$ cat config.mk
export PLATFORM = sky130hd
export DESIGN_NAME = fcsl_host
export DESIGN_NICKNAME = d
export VERILOG_FILES = /design/src/fcsl_pkg.sv /design/src/fcsl_host.sv
export SDC_FILE = /design/constraint.sdc
export NUM_CORES = 1
export LEC_CHECK = 0
export BUFFER_PORTS_ARGS = -buffer_cell sky130_fd_sc_hd__buf_2
export CAP_MARGIN = 20
export CORE_ASPECT_RATIO = 1.25
export CORE_MARGIN = 3
export CORE_UTILIZATION = 40
export DETAILED_ROUTE_END_ITERATION = 8
export PLACE_DENSITY = 0.67
export RECOVER_POWER = 100
export SETUP_SLACK_MARGIN = 0.15
export SLEW_MARGIN = 40
export SYNTH_ARGS = -nofsm -noshare
export SYNTH_HDL_FRONTEND = slang
export SYNTH_SLANG_ARGS = --single-unit
$ cat constraint.sdc
create_clock -name clk_sys -period 10.95 [get_ports clk_sys]
set_input_delay 0.5475 -clock clk_sys [delete_from_list [all_inputs] [get_ports clk_sys]]
set_output_delay 0.5475 -clock clk_sys [all_outputs]
set_load 0.02 [all_outputs]
$ cat src/fcsl_pkg.sv
/*
 * Package for the flash command controller: AXI4-Lite register map,
 * command codes, unlock addresses and parallel bus timing counts.
 * Assumes a 125 MHz system clock and an external asynchronous NOR flash.
 */
package fcsl_pkg;
    // Register byte offsets
    localparam logic [7:0] OFF_CTRL    = 8'h00;
    localparam logic [7:0] OFF_ADDR    = 8'h04;
    localparam logic [7:0] OFF_DATA    = 8'h08;
    localparam logic [7:0] OFF_STATUS  = 8'h0C;
    localparam logic [7:0] OFF_RDATA   = 8'h10;
    // Control fields
    localparam int CTRL_OP_LSB  = 0;
    localparam int CTRL_OP_W    = 4;
    localparam int CTRL_BYTE    = 4;
    localparam int CTRL_START   = 8;
    // Status fields
    localparam int ST_BUSY      = 0;
    localparam int ST_DONE      = 1;
    localparam int ST_FAIL      = 2;
    localparam int ST_BYPASS    = 3;
    localparam int ST_SUSP      = 4;
    // Operations
    localparam logic [3:0] OP_RESET     = 4'h0;
    localparam logic [3:0] OP_READ      = 4'h1;
    localparam logic [3:0] OP_IDREAD    = 4'h2;
    localparam logic [3:0] OP_PROGRAM   = 4'h3;
    localparam logic [3:0] OP_BYP_ENTER = 4'h4;
    localparam logic [3:0] OP_BYP_PROG  = 4'h5;
    localparam logic [3:0] OP_BYP_EXIT  = 4'h6;
    localparam logic [3:0] OP_CHIP_ERS  = 4'h7;
    localparam logic [3:0] OP_SECT_ERS  = 4'h8;
    localparam logic [3:0] OP_SECT_ADD  = 4'h9;
    localparam logic [3:0] OP_SUSPEND   = 4'hA;
    localparam logic [3:0] OP_RESUME    = 4'hB;
    // Command codes
    localparam logic [7:0] CMD_RESET   = 8'hF0;
    localparam logic [7:0] CMD_UNLK1   = 8'hAA;
    localparam logic [7:0] CMD_UNLK2   = 8'h55;
    localparam logic [7:0] CMD_ID      = 8'h90;
    localparam logic [7:0] CMD_PROG    = 8'hA0;
    localparam logic [7:0] CMD_BYPASS  = 8'h20;
    localparam logic [7:0] CMD_BYPX2   = 8'h00;
    localparam logic [7:0] CMD_ERSU    = 8'h80;
    localparam logic [7:0] CMD_CHIP    = 8'h10;
    localparam logic [7:0] CMD_SECT    = 8'h30;
    localparam logic [7:0] CMD_SUSP    = 8'hB0;
    localparam logic [7:0] CMD_RESUME  = 8'h30;
    // Unlock addresses, word and byte mode
    localparam logic [18:0] ADR_W_555 = 19'h0_0555;
    localparam logic [18:0] ADR_W_2AA = 19'h0_02AA;
    localparam logic [18:0] ADR_B_AAA = 19'h0_0AAA;
    localparam logic [18:0] ADR_B_555 = 19'h0_0555;
    localparam int FL_ADDR_W = 19;
    // Bus timing
    localparam int CLK_MHZ       = 125;
    localparam int T_PULSE_NS    = 48;
    localparam int T_SETUP_NS    = 16;
    localparam int PULSE_CYC     = (T_PULSE_NS * CLK_MHZ + 999) / 1000;
    localparam int SETUP_CYC     = (T_SETUP_NS * CLK_MHZ + 999) / 1000;
    localparam int T_POLL_US     = 2000000;
    localparam int POLL_LIMIT    = T_POLL_US * CLK_MHZ / 64;
endpackage

$ cat src/fcsl_host.sv
/*
 * Host controller for an asynchronous boot-sector NOR flash. Software issues
 * operations over AXI4-Lite; the controller plays the unlock and command
 * write cycles on the flash pins and polls completion on the polling bit.
 * Assumes the flash data bus is shared: dq_out/dq_oe drive, dq_in samples.
 */
// How it works
// - Writing F0 anywhere returns flash to array reading, also after id mode
// - All sequence cycles are writes, id sequence ends with one read
// - Bypass program is issued only after bypass entry
// - Bypass exit writes 90 then 00 and clears bypass mode
// - Erase polling reads at the given sector address
// - After the bit turns true, one more read fetches valid data
// - After timing-limit flag is seen, the polling bit is re-read once
// - Program polling reads at the programmed address
// - Chip erase polls at the software-given address
// - Extra sector erase writes only 30 at a sector address
`timescale 1ns/100ps
module fcsl_host
    import fcsl_pkg::*;
(
    input  wire logic                  clk_sys,
    input  wire logic                  sys_rst,
    input  wire logic [7:0]            s_axi_awaddr,
    input  wire logic                  s_axi_awvalid,
    output logic                       s_axi_awready,
    input  wire logic [31:0]           s_axi_wdata,
    input  wire logic [3:0]            s_axi_wstrb,
    input  wire logic                  s_axi_wvalid,
    output logic                       s_axi_wready,
    output logic [1:0]                 s_axi_bresp,
    output logic                       s_axi_bvalid,
    input  wire logic                  s_axi_bready,
    input  wire logic [7:0]            s_axi_araddr,
    input  wire logic                  s_axi_arvalid,
    output logic                       s_axi_arready,
    output logic [31:0]                s_axi_rdata,
    output logic [1:0]                 s_axi_rresp,
    output logic                       s_axi_rvalid,
    input  wire logic                  s_axi_rready,
    output logic [FL_ADDR_W-1:0]       fl_addr,
    output logic                       fl_ce_n,
    output logic                       fl_we_n,
    output logic                       fl_oe_n,
    output logic                       fl_reset_n,
    output logic [15:0]                dq_out,
    output logic                       dq_oe,
    input  wire logic [15:0]           dq_in
);
    import fcsl_pkg::*;

    typedef enum logic [3:0] {
        FS_IDLE, FS_SETUP, FS_PULSE, FS_HOLD, FS_NEXT, FS_RSETUP, FS_RPULSE, FS_RDONE
    } fcsl_state_e;

    // Command step table entry: address, data, is last
    function automatic logic [27:0] step_of(input logic [3:0] op, input logic [2:0] i,
                                            input logic bm);
        logic [18:0] a1;
        logic [18:0] a2;
        a1 = bm ? ADR_B_AAA : ADR_W_555;
        a2 = bm ? ADR_B_555 : ADR_W_2AA;
        step_of = {1'b1, 19'h0_0000, CMD_RESET};
        if (i == 3'd0 && op != OP_RESET && op != OP_BYP_PROG && op != OP_BYP_EXIT
            && op != OP_SUSPEND && op != OP_RESUME && op != OP_SECT_ADD) begin
            step_of = {1'b0, a1, CMD_UNLK1};
        end else if (i == 3'd1 && op != OP_RESET && op != OP_BYP_PROG
                     && op != OP_BYP_EXIT) begin
            step_of = {1'b0, a2, CMD_UNLK2};
        end else begin
            unique case (op)
                OP_IDREAD:    step_of = {1'b1, a1, CMD_ID};
                OP_PROGRAM:   step_of = (i == 3'd2) ? {1'b0, a1, CMD_PROG}
                                                    : {1'b1, 19'h0_0000, 8'h00};
                OP_BYP_ENTER: step_of = {1'b1, a1, CMD_BYPASS};
                OP_BYP_PROG:  step_of = (i == 3'd0) ? {1'b0, 19'h0_0000, CMD_PROG}
                                                    : {1'b1, 19'h0_0000, 8'h00};
                OP_BYP_EXIT:  step_of = (i == 3'd0) ? {1'b0, 19'h0_0000, CMD_ID}
                                                    : {1'b1, 19'h0_0000, CMD_BYPX2};
                OP_CHIP_ERS, OP_SECT_ERS: begin
                    if (i == 3'd2) step_of = {1'b0, a1, CMD_ERSU};
                    else if (i == 3'd3) step_of = {1'b0, a1, CMD_UNLK1};
                    else if (i == 3'd4) step_of = {1'b0, a2, CMD_UNLK2};
                    else if (op == OP_CHIP_ERS) step_of = {1'b1, a1, CMD_CHIP};
                    else step_of = {1'b1, 19'h0_0000, CMD_SECT};
                end
                OP_SECT_ADD:  step_of = {1'b1, 19'h0_0000, CMD_SECT};
                OP_SUSPEND:   step_of = {1'b1, 19'h0_0000, CMD_SUSP};
                OP_RESUME:    step_of = {1'b1, 19'h0_0000, CMD_RESUME};
                default:      step_of = {1'b1, 19'h0_0000, CMD_RESET};
            endcase
        end
    endfunction

    // Step that carries the software address (program or sector address)
    function automatic logic uses_addr(input logic [3:0] op, input logic last);
        uses_addr = last && (op == OP_PROGRAM || op == OP_BYP_PROG
                             || op == OP_SECT_ERS || op == OP_SECT_ADD);
    endfunction

    fcsl_state_e      st_reg, st_next;
    logic [3:0]       op_reg, op_next;
    logic             bm_reg, bm_next;
    logic [2:0]       idx_reg, idx_next;
    logic [7:0]       cnt_reg, cnt_next;
    logic [31:0]      poll_reg, poll_next;
    logic             polling_reg, polling_next;
    logic             limit_seen_reg, limit_seen_next;
    logic             final_rd_reg, final_rd_next;
    logic [18:0]      adr_sw_reg, adr_sw_next;
    logic [15:0]      dat_sw_reg, dat_sw_next;
    logic [15:0]      rdata_reg, rdata_next;
    logic             busy_reg, busy_next, done_reg, done_next, fail_reg, fail_next;
    logic             byp_reg, byp_next, susp_reg, susp_next, sect_reg, sect_next;
    logic [18:0]      fa_reg, fa_next;
    logic             ce_reg, ce_next, we_reg, we_next, oe_reg, oe_next;
    logic [15:0]      dqo_reg, dqo_next;
    logic             dqe_reg, dqe_next;
    logic [15:0]      s1_reg, s2_reg, s3_reg, dqs_reg, dqs_next;
    logic             awr_reg, awr_next, wr_reg, wr_next, bv_reg, bv_next;
    logic             arr_reg, arr_next, rv_reg, rv_next;
    logic [31:0]      rd_reg, rd_next;
    logic [1:0]       br_reg, br_next, rr_reg, rr_next;
    logic             aw_got_reg, aw_got_next, w_got_reg, w_got_next;
    logic [7:0]       awa_reg, awa_next;
    logic [31:0]      wd_reg, wd_next;
    logic [27:0]      stp;
    logic             start;

    assign stp = step_of(op_reg, idx_reg, bm_reg);

    always_comb begin
        awr_next = awr_reg; wr_next = wr_reg; bv_next = bv_reg; br_next = br_reg;
        arr_next = arr_reg; rv_next = rv_reg; rd_next = rd_reg; rr_next = rr_reg;
        aw_got_next = aw_got_reg; w_got_next = w_got_reg;
        awa_next = awa_reg; wd_next = wd_reg; start = 1'b0;
        if (s_axi_awvalid && awr_reg) begin
            awa_next = s_axi_awaddr; aw_got_next = 1'b1; awr_next = 1'b0;
        end
        if (s_axi_wvalid && wr_reg) begin
            wd_next = s_axi_wdata; w_got_next = 1'b1; wr_next = 1'b0;
        end
        if (aw_got_reg && w_got_reg && !bv_reg) begin
            bv_next = 1'b1; aw_got_next = 1'b0; w_got_next = 1'b0;
            br_next = (awa_reg == OFF_CTRL || awa_reg == OFF_ADDR || awa_reg == OFF_DATA)
                      ? 2'b00 : 2'b10;
            start = (awa_reg == OFF_CTRL) && wd_reg[CTRL_START] && !busy_reg;
        end
        if (bv_reg && s_axi_bready) begin
            bv_next = 1'b0; awr_next = 1'b1; wr_next = 1'b1;
        end
        if (s_axi_arvalid && arr_reg) begin
            arr_next = 1'b0; rv_next = 1'b1; rr_next = 2'b00;
            unique case (s_axi_araddr)
                OFF_CTRL:   rd_next = {27'h000_0000, bm_reg, op_reg};
                OFF_ADDR:   rd_next = {13'h0000, adr_sw_reg};
                OFF_DATA:   rd_next = {16'h0000, dat_sw_reg};
                OFF_STATUS: rd_next = {27'h000_0000, susp_reg, byp_reg, fail_reg,
                                       done_reg, busy_reg};
                OFF_RDATA:  rd_next = {16'h0000, rdata_reg};
                default: begin
                    rd_next = 32'h0000_0000; rr_next = 2'b10;
                end
            endcase
        end
        if (rv_reg && s_axi_rready) begin
            rv_next = 1'b0; arr_next = 1'b1;
        end
    end

    always_comb begin
        st_next = st_reg; op_next = op_reg; bm_next = bm_reg; idx_next = idx_reg;
        cnt_next = cnt_reg; poll_next = poll_reg; polling_next = polling_reg;
        limit_seen_next = limit_seen_reg; final_rd_next = final_rd_reg;
        adr_sw_next = adr_sw_reg; dat_sw_next = dat_sw_reg; rdata_next = rdata_reg;
        busy_next = busy_reg; done_next = done_reg; fail_next = fail_reg;
        byp_next = byp_reg; susp_next = susp_reg; sect_next = sect_reg;
        fa_next = fa_reg; ce_next = ce_reg; we_next = we_reg; oe_next = oe_reg;
        dqo_next = dqo_reg; dqe_next = dqe_reg; dqs_next = dqs_reg;
        if (s2_reg == s3_reg) dqs_next = s3_reg;
        if (aw_got_reg && w_got_reg && !bv_reg && !busy_reg) begin
            if (awa_reg == OFF_ADDR) adr_sw_next = wd_reg[18:0];
            if (awa_reg == OFF_DATA) dat_sw_next = wd_reg[15:0];
            if (awa_reg == OFF_CTRL) begin
                op_next = wd_reg[CTRL_OP_LSB +: CTRL_OP_W];
                bm_next = wd_reg[CTRL_BYTE];
            end
        end
        unique case (st_reg)
            FS_IDLE: if (start) begin
                op_next = wd_reg[CTRL_OP_LSB +: CTRL_OP_W];
                bm_next = wd_reg[CTRL_BYTE];
                busy_next = 1'b1; done_next = 1'b0; fail_next = 1'b0;
                idx_next = 3'd0; polling_next = 1'b0; limit_seen_next = 1'b0;
                final_rd_next = 1'b0; poll_next = 32'h0000_0000;
                if ((wd_reg[CTRL_OP_LSB +: CTRL_OP_W] == OP_BYP_PROG && !byp_reg)
                    || (wd_reg[CTRL_OP_LSB +: CTRL_OP_W] == OP_SUSPEND && !sect_reg)
                    || (wd_reg[CTRL_OP_LSB +: CTRL_OP_W] == OP_RESUME && !susp_reg)) begin
                    busy_next = 1'b0; done_next = 1'b1; fail_next = 1'b1;
                end else if (wd_reg[CTRL_OP_LSB +: CTRL_OP_W] == OP_READ) begin
                    fa_next = adr_sw_reg; cnt_next = 8'd0; st_next = FS_RSETUP;
                end else begin
                    st_next = FS_NEXT;
                end
            end
            FS_NEXT: begin
                // Sector or program address only where required; else zero upper bits
                fa_next = uses_addr(op_reg, stp[27]) ? adr_sw_reg : stp[26:8];
                dqo_next = uses_addr(op_reg, stp[27]) && op_reg != OP_SECT_ERS
                           && op_reg != OP_SECT_ADD ? dat_sw_reg
                           : {8'h00, stp[7:0]};
                dqe_next = 1'b1; oe_next = 1'b1; cnt_next = 8'd0;
                st_next = FS_SETUP;
            end
            FS_SETUP: begin
                cnt_next = cnt_reg + 8'd1;
                if (cnt_reg == 8'(SETUP_CYC)) begin
                    ce_next = 1'b0; we_next = 1'b0; cnt_next = 8'd0;
                    st_next = FS_PULSE;
                end
            end
            FS_PULSE: begin
                cnt_next = cnt_reg + 8'd1;
                if (cnt_reg == 8'(PULSE_CYC)) begin
                    we_next = 1'b1; ce_next = 1'b1; cnt_next = 8'd0;
                    st_next = FS_HOLD;
                end
            end
            FS_HOLD: begin
                cnt_next = cnt_reg + 8'd1;
                if (cnt_reg == 8'(SETUP_CYC)) begin
                    dqe_next = 1'b0; cnt_next = 8'd0;
                    if (!stp[27]) begin
                        idx_next = idx_reg + 3'd1; st_next = FS_NEXT;
                    end else begin
                        unique case (op_reg)
                            OP_BYP_ENTER: byp_next = 1'b1;
                            OP_BYP_EXIT, OP_RESET: byp_next = 1'b0;
                            OP_SUSPEND: susp_next = 1'b1;
                            OP_RESUME: susp_next = 1'b0;
                            default: ;
                        endcase
                        if (op_reg == OP_RESET) begin
                            susp_next = 1'b0; sect_next = 1'b0;
                        end
                        if (op_reg == OP_SECT_ERS || op_reg == OP_SECT_ADD) sect_next = 1'b1;
                        if (op_reg == OP_CHIP_ERS) sect_next = 1'b0;
                        if (op_reg == OP_IDREAD) begin
                            fa_next = adr_sw_reg; st_next = FS_RSETUP;
                        end else if (op_reg == OP_PROGRAM || op_reg == OP_BYP_PROG
                                     || op_reg == OP_CHIP_ERS || op_reg == OP_SECT_ERS
                                     || op_reg == OP_SECT_ADD) begin
                            polling_next = 1'b1; fa_next = adr_sw_reg;
                            st_next = FS_RSETUP;
                        end else begin
                            busy_next = 1'b0; done_next = 1'b1; st_next = FS_IDLE;
                        end
                    end
                end
            end
            FS_RSETUP: begin
                oe_next = 1'b0; ce_next = 1'b0; cnt_next = 8'd0;
                st_next = FS_RPULSE;
            end
            FS_RPULSE: begin
                cnt_next = cnt_reg + 8'd1;
                if (cnt_reg == 8'(PULSE_CYC + 4)) begin
                    oe_next = 1'b1; ce_next = 1'b1; cnt_next = 8'd0;
                    st_next = FS_RDONE;
                end
            end
            FS_RDONE: begin
                rdata_next = dqs_reg;
                poll_next = poll_reg + 32'd1;
                st_next = FS_RSETUP;
                if (!polling_reg || final_rd_reg) begin
                    busy_next = 1'b0; done_next = 1'b1; st_next = FS_IDLE;
                    if (op_reg == OP_SECT_ERS || op_reg == OP_SECT_ADD
                        || op_reg == OP_CHIP_ERS) sect_next = 1'b0;
                end else if ((op_reg == OP_PROGRAM || op_reg == OP_BYP_PROG)
                             ? (dqs_reg[7] == dat_sw_reg[7]) : dqs_reg[7]) begin
                    final_rd_next = 1'b1;
                end else if (limit_seen_reg) begin
                    fail_next = 1'b1; busy_next = 1'b0; done_next = 1'b1;
                    st_next = FS_IDLE;
                end else if (dqs_reg[5] || poll_reg == 32'(POLL_LIMIT)) begin
                    limit_seen_next = 1'b1;
                end
            end
            default: st_next = FS_IDLE;
        endcase
    end

    always_ff @(posedge clk_sys or posedge sys_rst) begin
        if (sys_rst) begin
            st_reg <= FS_IDLE; op_reg <= 4'h0; bm_reg <= 1'b0; idx_reg <= 3'd0;
            cnt_reg <= 8'd0; poll_reg <= 32'h0000_0000; polling_reg <= 1'b0;
            limit_seen_reg <= 1'b0; final_rd_reg <= 1'b0;
            adr_sw_reg <= 19'h0_0000; dat_sw_reg <= 16'h0000; rdata_reg <= 16'h0000;
            busy_reg <= 1'b0; done_reg <= 1'b0; fail_reg <= 1'b0;
            byp_reg <= 1'b0; susp_reg <= 1'b0; sect_reg <= 1'b0;
            fa_reg <= 19'h0_0000; ce_reg <= 1'b1; we_reg <= 1'b1; oe_reg <= 1'b1;
            dqo_reg <= 16'h0000; dqe_reg <= 1'b0; dqs_reg <= 16'h0000;
            s1_reg <= 16'h0000; s2_reg <= 16'h0000; s3_reg <= 16'h0000;
            awr_reg <= 1'b1; wr_reg <= 1'b1; bv_reg <= 1'b0; br_reg <= 2'b00;
            arr_reg <= 1'b1; rv_reg <= 1'b0; rd_reg <= 32'h0000_0000; rr_reg <= 2'b00;
            aw_got_reg <= 1'b0; w_got_reg <= 1'b0; awa_reg <= 8'h00;
            wd_reg <= 32'h0000_0000;
        end else begin
            st_reg <= st_next; op_reg <= op_next; bm_reg <= bm_next; idx_reg <= idx_next;
            cnt_reg <= cnt_next; poll_reg <= poll_next; polling_reg <= polling_next;
            limit_seen_reg <= limit_seen_next; final_rd_reg <= final_rd_next;
            adr_sw_reg <= adr_sw_next; dat_sw_reg <= dat_sw_next; rdata_reg <= rdata_next;
            busy_reg <= busy_next; done_reg <= done_next; fail_reg <= fail_next;
            byp_reg <= byp_next; susp_reg <= susp_next; sect_reg <= sect_next;
            fa_reg <= fa_next; ce_reg <= ce_next; we_reg <= we_next; oe_reg <= oe_next;
            dqo_reg <= dqo_next; dqe_reg <= dqe_next; dqs_reg <= dqs_next;
            s1_reg <= dq_in; s2_reg <= s1_reg; s3_reg <= s2_reg;
            awr_reg <= awr_next; wr_reg <= wr_next; bv_reg <= bv_next; br_reg <= br_next;
            arr_reg <= arr_next; rv_reg <= rv_next; rd_reg <= rd_next; rr_reg <= rr_next;
            aw_got_reg <= aw_got_next; w_got_reg <= w_got_next; awa_reg <= awa_next;
            wd_reg <= wd_next;
        end
    end

    assign s_axi_awready = awr_reg;
    assign s_axi_wready  = wr_reg;
    assign s_axi_bvalid  = bv_reg;
    assign s_axi_bresp   = br_reg;
    assign s_axi_arready = arr_reg;
    assign s_axi_rvalid  = rv_reg;
    assign s_axi_rdata   = rd_reg;
    assign s_axi_rresp   = rr_reg;
    assign fl_addr       = fa_reg;
    assign fl_ce_n       = ce_reg;
    assign fl_we_n       = we_reg;
    assign fl_oe_n       = oe_reg;
    assign fl_reset_n    = 1'b1;
    assign dq_out        = dqo_reg;
    assign dq_oe         = dqe_reg;
endmodule // fcsl_host

==> flow_summary.ini, run 1 <==
[cts]
cts_buffers = 26
postCtsSetupRepairBufs = 0
post_cts_resized = 0
insertion_delay_ns = 0.53
cts_htree_levels = 1
clkSlewWorstSetupHoldPaths_ns = 0.07
clockBufferDepth = 3
cts_tree = yes
cts_sinks = 269
cts-root-buf = clkbuf_16
ctsHoldBuffers = 0

[synthesis]
ys.warnings.count = 0
ys_seq_area_share_pct = 56.8
syn_area_mm2 = 0.0119
synthAdderAreaFrac_pct = 1.05
synth_compound_area_share_pct = 11.0
ys_async_sr_fraction_pct = 100
synth-seq-cells = 269
synth_ff_type = dfrtp_1
synth-xor-area-share_pct = 1.77
yosys.area_share.simple_pct = 13.9
synthDistinctLibCells = 74
synth_cells = 1059
synth_top_family_by_area = simple AND/OR/NAND/NOR gates
synth_mux_area_share_pct = 11.7
synth.avg_cell_area_um2 = 11.2
synth_edf_count = 0

[power_and_ir_drop]
p_clk_share_pct = 33.6
p_int_w = 0.00197
p_total_w = 0.00289
cellLeakagePower_nw = 6.13
p_comb_share_pct = 21.4
power.density_mw_per_mm2 = 213
swShare_pct = 31.9
p_switching_w = 0.000921
p_seq_share_pct = 45.0
ir_drop_uv = 113

[worst_setup_path]
cp_max_fo = 130
crit_slowest_cell = clkinvlp_2
critical-path-top-delay-family = buffers and inverters
endpoint_kind = async pin
r2r-start = op_reg[3]
cp.arrival_ns = 3.99
worstSetupStartpoint = sys_rst
cpPeakStageDelay_ns = 3.18
worstSetupStartpointType = input pin
crit_required_ns = 10.16
crit_type = in -> async
crit_buf_inv = 2
path_cells = buf_2 -> clkinvlp_2

[place]
gp_congestion = 0.888
dp_slack_ns = 7.45
place_area_mm2 = 0.0128
dp_cells = 1530
port_buffers = 122
dp.final_hpwl_um = 19200

[global_route]
grt_util_met3_pct = 2.67
grt.total_usage_pct = 17.2
grtUsageMet1_pct = 22.9
busiest_layer = met2
grt_pass1_vias = 8355
antenna_found_initial = 1
met2_usage_pct = 29.3
grt_pass1_wl_um = 44700
grt_max_degree = 131
gr-total-overflow = 0

[floorplanning]
io_pins = 156
start_util_pct = 41.1
die_area_mm2 = 0.0318
die_w_um = 160
die_h_um = 199
rows = 69
design.core.area_mm2 = 0.0288

[cells_and_area]
multiInputGateArea_mm2 = 0.00472
instances_no_fill = 1579
largest_reg_flops = 32
drive_gt1_share_pct = 19.5
final_area_mm2 = 0.0136
n_fill_cell = 2735
area_delta_synth_final_pct = 14.6
seq_area_mm2 = 0.00674
final_nets = 1253

[drt]
drc = 0
num_vias = 8488
avgRoutedWirePerCell_um = 17.6
drt_iter0_drc = 653
wirelength_um = 27800
drtPass1Iterations = 8
ant_nets = 0
via_per_inst = 5.38

[run_status]
violations = capacitance limit, slew limit
status = complete, but fails checks

[sta]
slew_headroom_pct = -290
final_max_slew_viol_count = 171
fmax_mhz = 209
totalNegativeSetupSlack_ns = 0
hold_viol = 0
tightest_slew_ns = 5.81
final-setup-viol-count = 0
timing.final.crit_share_pct = 43.7
setup_slack_ns = 6.16
clock-skew-final_ns = 0.0153
fin_crit_ns = 4.79
rsz0062_at_grt = false

[worst_hold_path]
hold_path.startpoint = dq_in[3]
hold_path.class = in -> reg

[run]
maxCapViolCount = 3
[cells in the final DEF, fill, tap and decap left out, types with 6 or more instances in the layout]
cell and instances:
nand4_1 13, and3_1 7, o211ai_1 8, o31ai_1 13
conb_1 16, nor4_1 10, mux2i_1 13, a221oi_1 9
ha_1 10, buf_2 56, clkbuf_8 6, mux2_2 108
nor2b_1 11, nand2_1 143, nor2_1 48, inv_1 27
nor3_1 11, o21ai_0 82, dfrtp_1 261, a21oi_1 22
clkbuf_16 27, nand3_1 53, xnor2_1 20, clkbuf_1 77
or3_1 7, o21a_1 6, a222oi_1 11
[cells by family after synthesis]
logic type / after synthesis
other: 2
DFF: 269
and+or+nand+nor: 339
xor gates and xnor gates: 24
buffers and inverters: 94
adders and majority gates: 10
muxes: 125
AOI/OAI and AO/OA: 196
[stage by stage]
stage / util, % / hold slack [ns]
after floorplan: - / 0.331
after global placement: 44.3 / 0.334
after detailed placement: 44.4 / 0.335
after CTS: 47.7 / 0.116
after global routing: 47.1 / 0.107
final: 47.1 / 0.133
[path summary, 6_finish.rpt]
kind	endpoint	slack, ns	depth (start not counted)
setup / recovery	op_reg[1]	6.16	2
setup reg to reg	fl_addr[7]	6.55	8
hold reg to reg	s2_reg[9]	0.34	0
hold / removal	s1_reg[3]	0.13	1
max in group clk_sys	fl_addr[7]	6.55	8
min in group asynchronous	poll_reg[24]	1.80	2
[power groups by stage]
stage	clock, W	sequential [W]	combinational, W
after floorplan	0	0.00129	0.000455
after global placement	0	0.00131	0.000624
after detailed placement	0	0.00132	0.000636
after CTS	0.000988	0.00130	0.000640
after global routing	0.00103	0.00133	0.000686
final	0.000970	0.00130	0.000618
[cell usage after synthesis, types with 9 or more instances]
master | instances | area share (%)
ha_1 | 10 | 1.1
clkbuf_1 | 34 | 1.1
nand2_1 | 143 | 4.5
buf_4 | 18 | 1.1
a21oi_1 | 22 | 0.93
dfrtp_1 | 263 | 55
nor4_1 | 9 | 0.47
nor3_1 | 10 | 0.42
nand4_1 | 13 | 0.69
a222oi_1 | 11 | 0.93
o21ai_0 | 81 | 3.4
inv_1 | 28 | 0.89
mux2_2 | 109 | 10
nand3_1 | 53 | 2.2
nor2b_1 | 11 | 0.58
mux2i_1 | 13 | 1.1
o31ai_1 | 13 | 0.82
nor2_1 | 49 | 1.6
a221oi_1 | 9 | 0.66
xnor2_1 | 20 | 1.5
[layout make-up]
class	count	share of cell area [%]
Clock buffer	37	5.69
Inverter	28	0.782
Sequential cell	269	49.6
Multi-Input combinational cell	710	34.7
Tap cell	390	3.59
Timing Repair Buffer	133	4.35
Antenna cell	1	0.0184
Clock inverter	11	1.24
[routing by layer]
metal	part of all wire, %	vias up
met5	0	-
met4	2.7	0
met3	5.1	43
met2	50	239
met1	43	4226
li1	-	3980
Note: power is estimated with default switching activity, not from simulation.
==> run 2, diff against run 1 <==
Settings changed: ABC_AREA set to 1.
Clock period 10.95 ns to 4.87 ns, I/O delays scaled along.
==> run 2 against run 1 <==
  * The flow still finishes with violations (capacitance limit, slew limit)
  * Via count is 18% higher
  * Clock skew is 0.0081 ns lower
  * Synthesized cell count is 37% higher
  * Combinational power grew to 3.9 times the previous value
  * Wire length is 6.3% higher
  * Clock power is 120% higher
  * Clock-buffer cell count stayed put
  * Sequential power is 140% higher
  * Flip-flop and latch count stayed put
  * Non-clock buffer count is 51 higher
  * Hold slack worse by 0.039 ns
  * Highest routed layer unchanged
==> flow_summary.ini, run 2 <==
[drt]
drc = 0
avgRoutedWirePerCell_um = 14.5
num_vias = 9980
via_per_inst = 4.88
wirelength_um = 29600
ant_nets = 0
drt_iter0_drc = 762
drtPass1Iterations = 7

[floorplanning]
design.core.area_mm2 = 0.0302
die_area_mm2 = 0.0329
die_w_um = 163
start_util_pct = 40.8
rows = 71
io_pins = 156
die_h_um = 202

[synthesis]
synth.cells.most_frequent = 412 x nand2_1, 263 x dfrtp_1, 173 x inv_1
synth_area_leaders = dfrtp_1 53%, nand2_1 13%, o21ai_0 6.4%
synth-seq-cells = 269
synth_ff_type = dfrtp_1
synth_edf_count = 0
yosys.area.top_type = dfrtp_1
synth_most_common_cell = nand2_1
ys_seq_area_share_pct = 54.7
synthDistinctLibCells = 50
synth.avg_cell_area_um2 = 8.51
synth_cells = 1447
ys_async_sr_fraction_pct = 100
syn_area_mm2 = 0.0123
synth_top_area_share_pct = 53.4
ys.warnings.count = 0

[sta]
totalNegativeSetupSlack_ns = 0
slew_headroom_pct = -28.5
finalHoldWorstSlack_ns = 0.0934
final-setup-viol-count = 0
fmax_mhz = 308
timing.final.crit_share_pct = 66.8
tightest_slew_ns = 1.93
clock-skew-final_ns = 0.00727
rsz0062_at_grt = false
final_max_slew_viol_count = 159
setup_slack_ns = 1.62
fin_crit_ns = 3.25
hold_viol = 0

[cells_and_area]
final_cell_mix = 415 x nand2_1, 263 x dfrtp_1, 176 x inv_1
largest_reg_flops = 32
layout_commonest_cell = nand2_1
final_area_mm2 = 0.0145
drive_gt1_share_pct = 8.65
area_delta_synth_final_pct = 18.0
antenna_cells = 0
final_nets = 1707

[worst_hold_path]
hold_path.startpoint = s_axi_araddr[4]
hold_path.class = in -> reg

[cts]
cts_tree = yes
clkSlewWorstSetupHoldPaths_ns = 0.06
cts-root-buf = clkbuf_16
postCtsSetupRepairBufs = 0
clockBufferDepth = 3
insertion_delay_ns = 0.55
cts_sinks = 269
cts_htree_levels = 1
cts_buffers = 27

[run]
maxCapViolCount = 2

[worst_setup_path]
endpoint_kind = async pin
cp_max_fo = 120
path_cells = dlygate4sd3_1 -> clkbuf_1 -> clkinvlp_2 -> clkbuf_1 -> clkbuf_4
reg2reg_depth = 11
crit_required_ns = 5.24
reg2reg_to = busy_reg
cpPeakStageDelay_ns = 1.33
r2r_slack_ns = 1.92
crit_slowest_cell = clkbuf_4
path_common_cell = clkbuf_1
worstSetupStartpoint = sys_rst
crit_type = in -> async
worstSetupStartpointType = input pin
r2r-start = st_reg[2]
cp-endpoint = dat_sw_reg[14]
cp.arrival_ns = 3.62

[run_status]
status = complete, but fails checks
violations = capacitance limit, slew limit

[place]
port_buffers = 122
place_area_mm2 = 0.0133
dp.final_hpwl_um = 21100
gp_congestion = 0.899
dp_slack_ns = 2.12

[global_route]
gr-total-overflow = 0
antenna_found_initial = 0
grt_max_degree = 121
grt_pass1_vias = 9801
grt.total_usage_pct = 18.0
grt_pass1_wl_um = 49100

[power_and_ir_drop]
power.density_mw_per_mm2 = 532
ir_drop_uv = 250
cellLeakagePower_nw = 7.04
[run 2: changes by cell type after synthesis, sizes merged, moves of 13 or more]
| cell | before | now |
|---|---|---|
| a21oi | 22 | 35 |
| inv | 28 | 183 |
| mux2 | 112 | 2 |
| nand2 | 143 | 425 |
| nand3 | 53 | 92 |
| nor2 | 49 | 94 |
| o21ai | 82 | 160 |
| xnor2 | 20 | 1 |
| xor2 | 4 | 19 |
[run 2: how the worst min path moves through the flow]
stage                                end  cells after the start  slack (ns)
final                     s_axi_rresp[1]                      5        0.09
after global routing      s_axi_rresp[1]                      5        0.14
after CTS                 s_axi_rresp[1]                      5        0.07
after detailed placement       s2_reg[4]                      0        0.34
after global placement        s2_reg[14]                      0        0.34
after floorplan                s1_reg[0]                      0        0.27
[run 2: metal layers]
metal | part of all wire, % | GRT usage [%] | vias to the layer above | routed length (um)
li1 | - | - | 4973 | -
met1 | 44 | 24.2 | 4690 | 13100
met2 | 48 | 30.2 | 259 | 14200
met3 | 4.9 | 2.15 | 58 | 1440
met4 | 2.9 | 5.71 | 0 | 845
met5 | 0 | 0 | - | 0
[run 2: cell families after synthesis]
kind of cell	synth area share, %
compound gates	9.88
mux	0.427
buf+inv	8.19
fa+ha+maj	1.02
flops	54.7
other cells	0.0610
xor+xnor	1.42
simple gates	24.3
[run 2: critical path: cells and delay by family]
family | cells | cell delay (ns)
buffers and inverters | 5 | 3.23
[run 2: final cells by class]
type                    instances  area, um2
clock buffers                  37        783
flip-flops and latches        269       6740
multi-input cells             953       4550
well taps                     401        502
inverters                     187        704
repair buffers                184       1100
clock inverters                12        156
fillers                      2947      15700
[run 2: what timing repair did]
| action | in CTS | in global routing |
|---|---|---|
| resized for setup | 0 | 0 |
| hold endpoints to repair | 78 | 0 |
| hold buffers | 50 | 0 |
[run 2: report_power, final]
| part | leakage (nW) | total [W] | internal [W] | switching (W) |
|---|---|---|---|---|
| logic | 3.08 | 0.00239 | 0.000724 | 0.00166 |
| clock network | 0.467 | 0.00217 | 0.00129 | 0.000883 |
| registers | 3.49 | 0.00317 | 0.00277 | 0.000400 |
[run 2: per-stage QoR]
stage	cells	power, W	utilization [%]
2_1_floorplan	1461	0.00499	-
3_3_place_gp	1941	0.00561	43.9
3_5_place_dp	1943	0.00566	44.0
4_1_cts	2042	0.00790	48.8
5_1_grt	2043	0.00827	48.1
6_report	2043	0.00772	48.1
==> run 3, diff against run 2 <==
Settings changed: ABC_AREA 1 to 0.
Clock period 4.87 ns to 3.4 ns, I/O delays scaled along.
==> run 3 against run 2 <==
  * The run still ends with capacitance limit, slew limit left
  * Global-route usage increased by 0.22 points
  * Clock skew increased by 0.0055 ns
  * First-iteration DRC count decreased by 13%
  * Via count decreased by 11%
  * Critical path depth increased by 4
  * Flip-flop and latch count unchanged
  * Largest power group unchanged
==> flow_summary.ini, run 3 (synthesis results as in run 1) <==
[power_and_ir_drop]
ir_drop_uv = 491
cellLeakagePower_nw = 6.43
power.density_mw_per_mm2 = 663

[sta]
final-setup-viol-count = 0
fmax_mhz = 333
clock-skew-final_ns = 0.0128
tightest_slew_ns = 1.69
setup_slack_ns = 0.401
finalHoldWorstSlack_ns = 0.0961
timing.final.crit_share_pct = 88.2
rsz0062_at_grt = false
fin_crit_ns = 3.00
final_max_slew_viol_count = 136
slew_headroom_pct = -12.8
hold_viol = 0

[cells_and_area]
n_fill_cell = 2700
largest_reg_flops = 32
fin_util_pct = 49.4
layout_commonest_cell = dfrtp_1
area_delta_synth_final_pct = 20.1
final_cell_mix = 263 x dfrtp_1, 143 x nand2_1, 109 x mux2_2
final_nets = 1326
drive_gt1_share_pct = 19.4

[worst_setup_path]
r2r-start = op_reg[2]
cp.arrival_ns = 3.45
crit_slowest_cell = dfrtp_1
cp_max_fo = 16
crit_required_ns = 3.85
path_common_cell = buf_4
endpoint_kind = flop
reg2reg_to = fl_addr[18]
path_cells = clkbuf_1 -> xor2_1 -> o211ai_2 -> and3_1 -> nor3_2 -> a211oi_4 -> buf_4 -> buf_4 -> mux2i_1
reg2reg_depth = 9
cpPeakStageDelay_ns = 0.63
worstSetupStartpointType = flop
crit_type = reg -> reg
r2r_slack_ns = 0.40

[cts]
cts_tree = yes
postCtsSetupRepairBufs = 0
clkSlewWorstSetupHoldPaths_ns = 0.06
cts-root-buf = clkbuf_16
cts_buffers = 27
clockBufferDepth = 3
insertion_delay_ns = 0.53
cts_sinks = 269
cts_htree_levels = 1
post_cts_resized = 0

[drt]
drc = 0
num_vias = 8859
drt_iter0_drc = 661
avgRoutedWirePerCell_um = 17.5
via_per_inst = 5.36
drtPass1Iterations = 8
wirelength_um = 29000
ant_nets = 0

[floorplanning]
die_area_mm2 = 0.0318
die_h_um = 199
start_util_pct = 41.1
die_w_um = 160
io_pins = 156
design.core.area_mm2 = 0.0288
rows = 69

[global_route]
grt_max_degree = 71
grt_pass1_vias = 8910
grt.total_usage_pct = 18.2
antenna_found_initial = 1
grt_pass1_wl_um = 47100
gr-total-overflow = 0

[run]
maxCapViolCount = 2

[worst_hold_path]
hold_path.class = in -> reg
holdPathStages = 3
hold_end = s_axi_rresp[1]
hold_path.startpoint = s_axi_araddr[6]

[run_status]
violations = capacitance limit, slew limit
status = complete, but fails checks

[place]
dp_slack_ns = 0.488
port_buffers = 122
gp_congestion = 0.852
dp.final_hpwl_um = 20300
-- run 3: changes by cell type in the layout (fill, tap and decap cells not counted), sizes merged, moves of 9 or more --
cell / before / now
nor2: 94 / 49
nor2b: 0 / 11
clkbuf: 114 / 123
a21oi: 35 / 22
buf: 57 / 70
mux2i: 3 / 13
a222oi: 0 / 11
xor2: 19 / 4
o21ai: 160 / 82
inv: 183 / 28
nand3: 92 / 53
nand2: 425 / 143
mux2: 2 / 112
xnor2: 1 / 20
-- run 3: worst max-delay path by stage --
stage	start	to	slack [ns]
floorplan	sys_rst	adr_sw_reg[0]	-0.32
global placement	op_reg[3]	fl_addr[17]	0.52
detailed placement	op_reg[2]	fl_addr[14]	0.49
CTS	idx_reg[1]	fl_addr[18]	0.48
global route	op_reg[2]	dq_out[4]	0.16
finish	op_reg[2]	fl_addr[18]	0.40
-- run 3: layout make-up --
cell class,count,area [um2],share of cell area [%]
well taps,390,488,3.43
flip-flops and latches,269,6740,47.3
repair buffers,205,1230,8.61
clock inverters,10,160,1.12
multi-input cells,710,4730,33.2
inverters,28,106,0.747
clock buffers,40,795,5.58
diodes,1,2.50,0.0176
-- run 3: metal layers --
| layer | wire (um) | track usage, % | up-vias |
|---|---|---|---|
| met5 | 0 | 0 | - |
| met4 | 875 | 6.24 | 0 |
| met3 | 1430 | 2.62 | 53 |
| met2 | 14900 | 32.7 | 261 |
| met1 | 11700 | 22.5 | 4421 |
| li1 | - | - | 4124 |
-- run 3: critical path: cells and delay by family (launching register included) --
kind	cells	cell delay, ns
AOI/OAI and AO/OA	2	0.55
xor gates and xnor gates	1	0.16
buffers and inverters	3	0.87
DFF	1	0.63
muxes	1	0.20
and+or+nand+nor	2	0.50
-- run 3: timing repair --
item | CTS | global route
hold buffers | 52 | 0
endpoints found under the setup margin | 0 | 0
endpoints found under the hold margin | 220 | 0
-- run 3: where the power goes --
| part | internal (W) | total [W] | switching [W] |
|---|---|---|---|
| clock network | 0.00192 | 0.00314 | 0.00122 |
| logic | 0.000871 | 0.00215 | 0.00128 |
| registers | 0.00368 | 0.00416 | 0.000479 |
| total | 0.00647 | 0.00945 | 0.00298 |
-- run 3: stage by stage --
stage | power (W) | instance area, um2 | setup TNS, ns | instances
2_1_floorplan | 0.00563 | 11900 | -83.78 | 1073
3_3_place_gp | 0.00630 | 13000 | 0 | 1548
3_5_place_dp | 0.00637 | 13000 | 0 | 1550
4_1_cts | 0.00959 | 14500 | 0 | 1652
5_1_grt | 0.00995 | 14200 | 0 | 1653
6_report | 0.00945 | 14200 | 0 | 1653
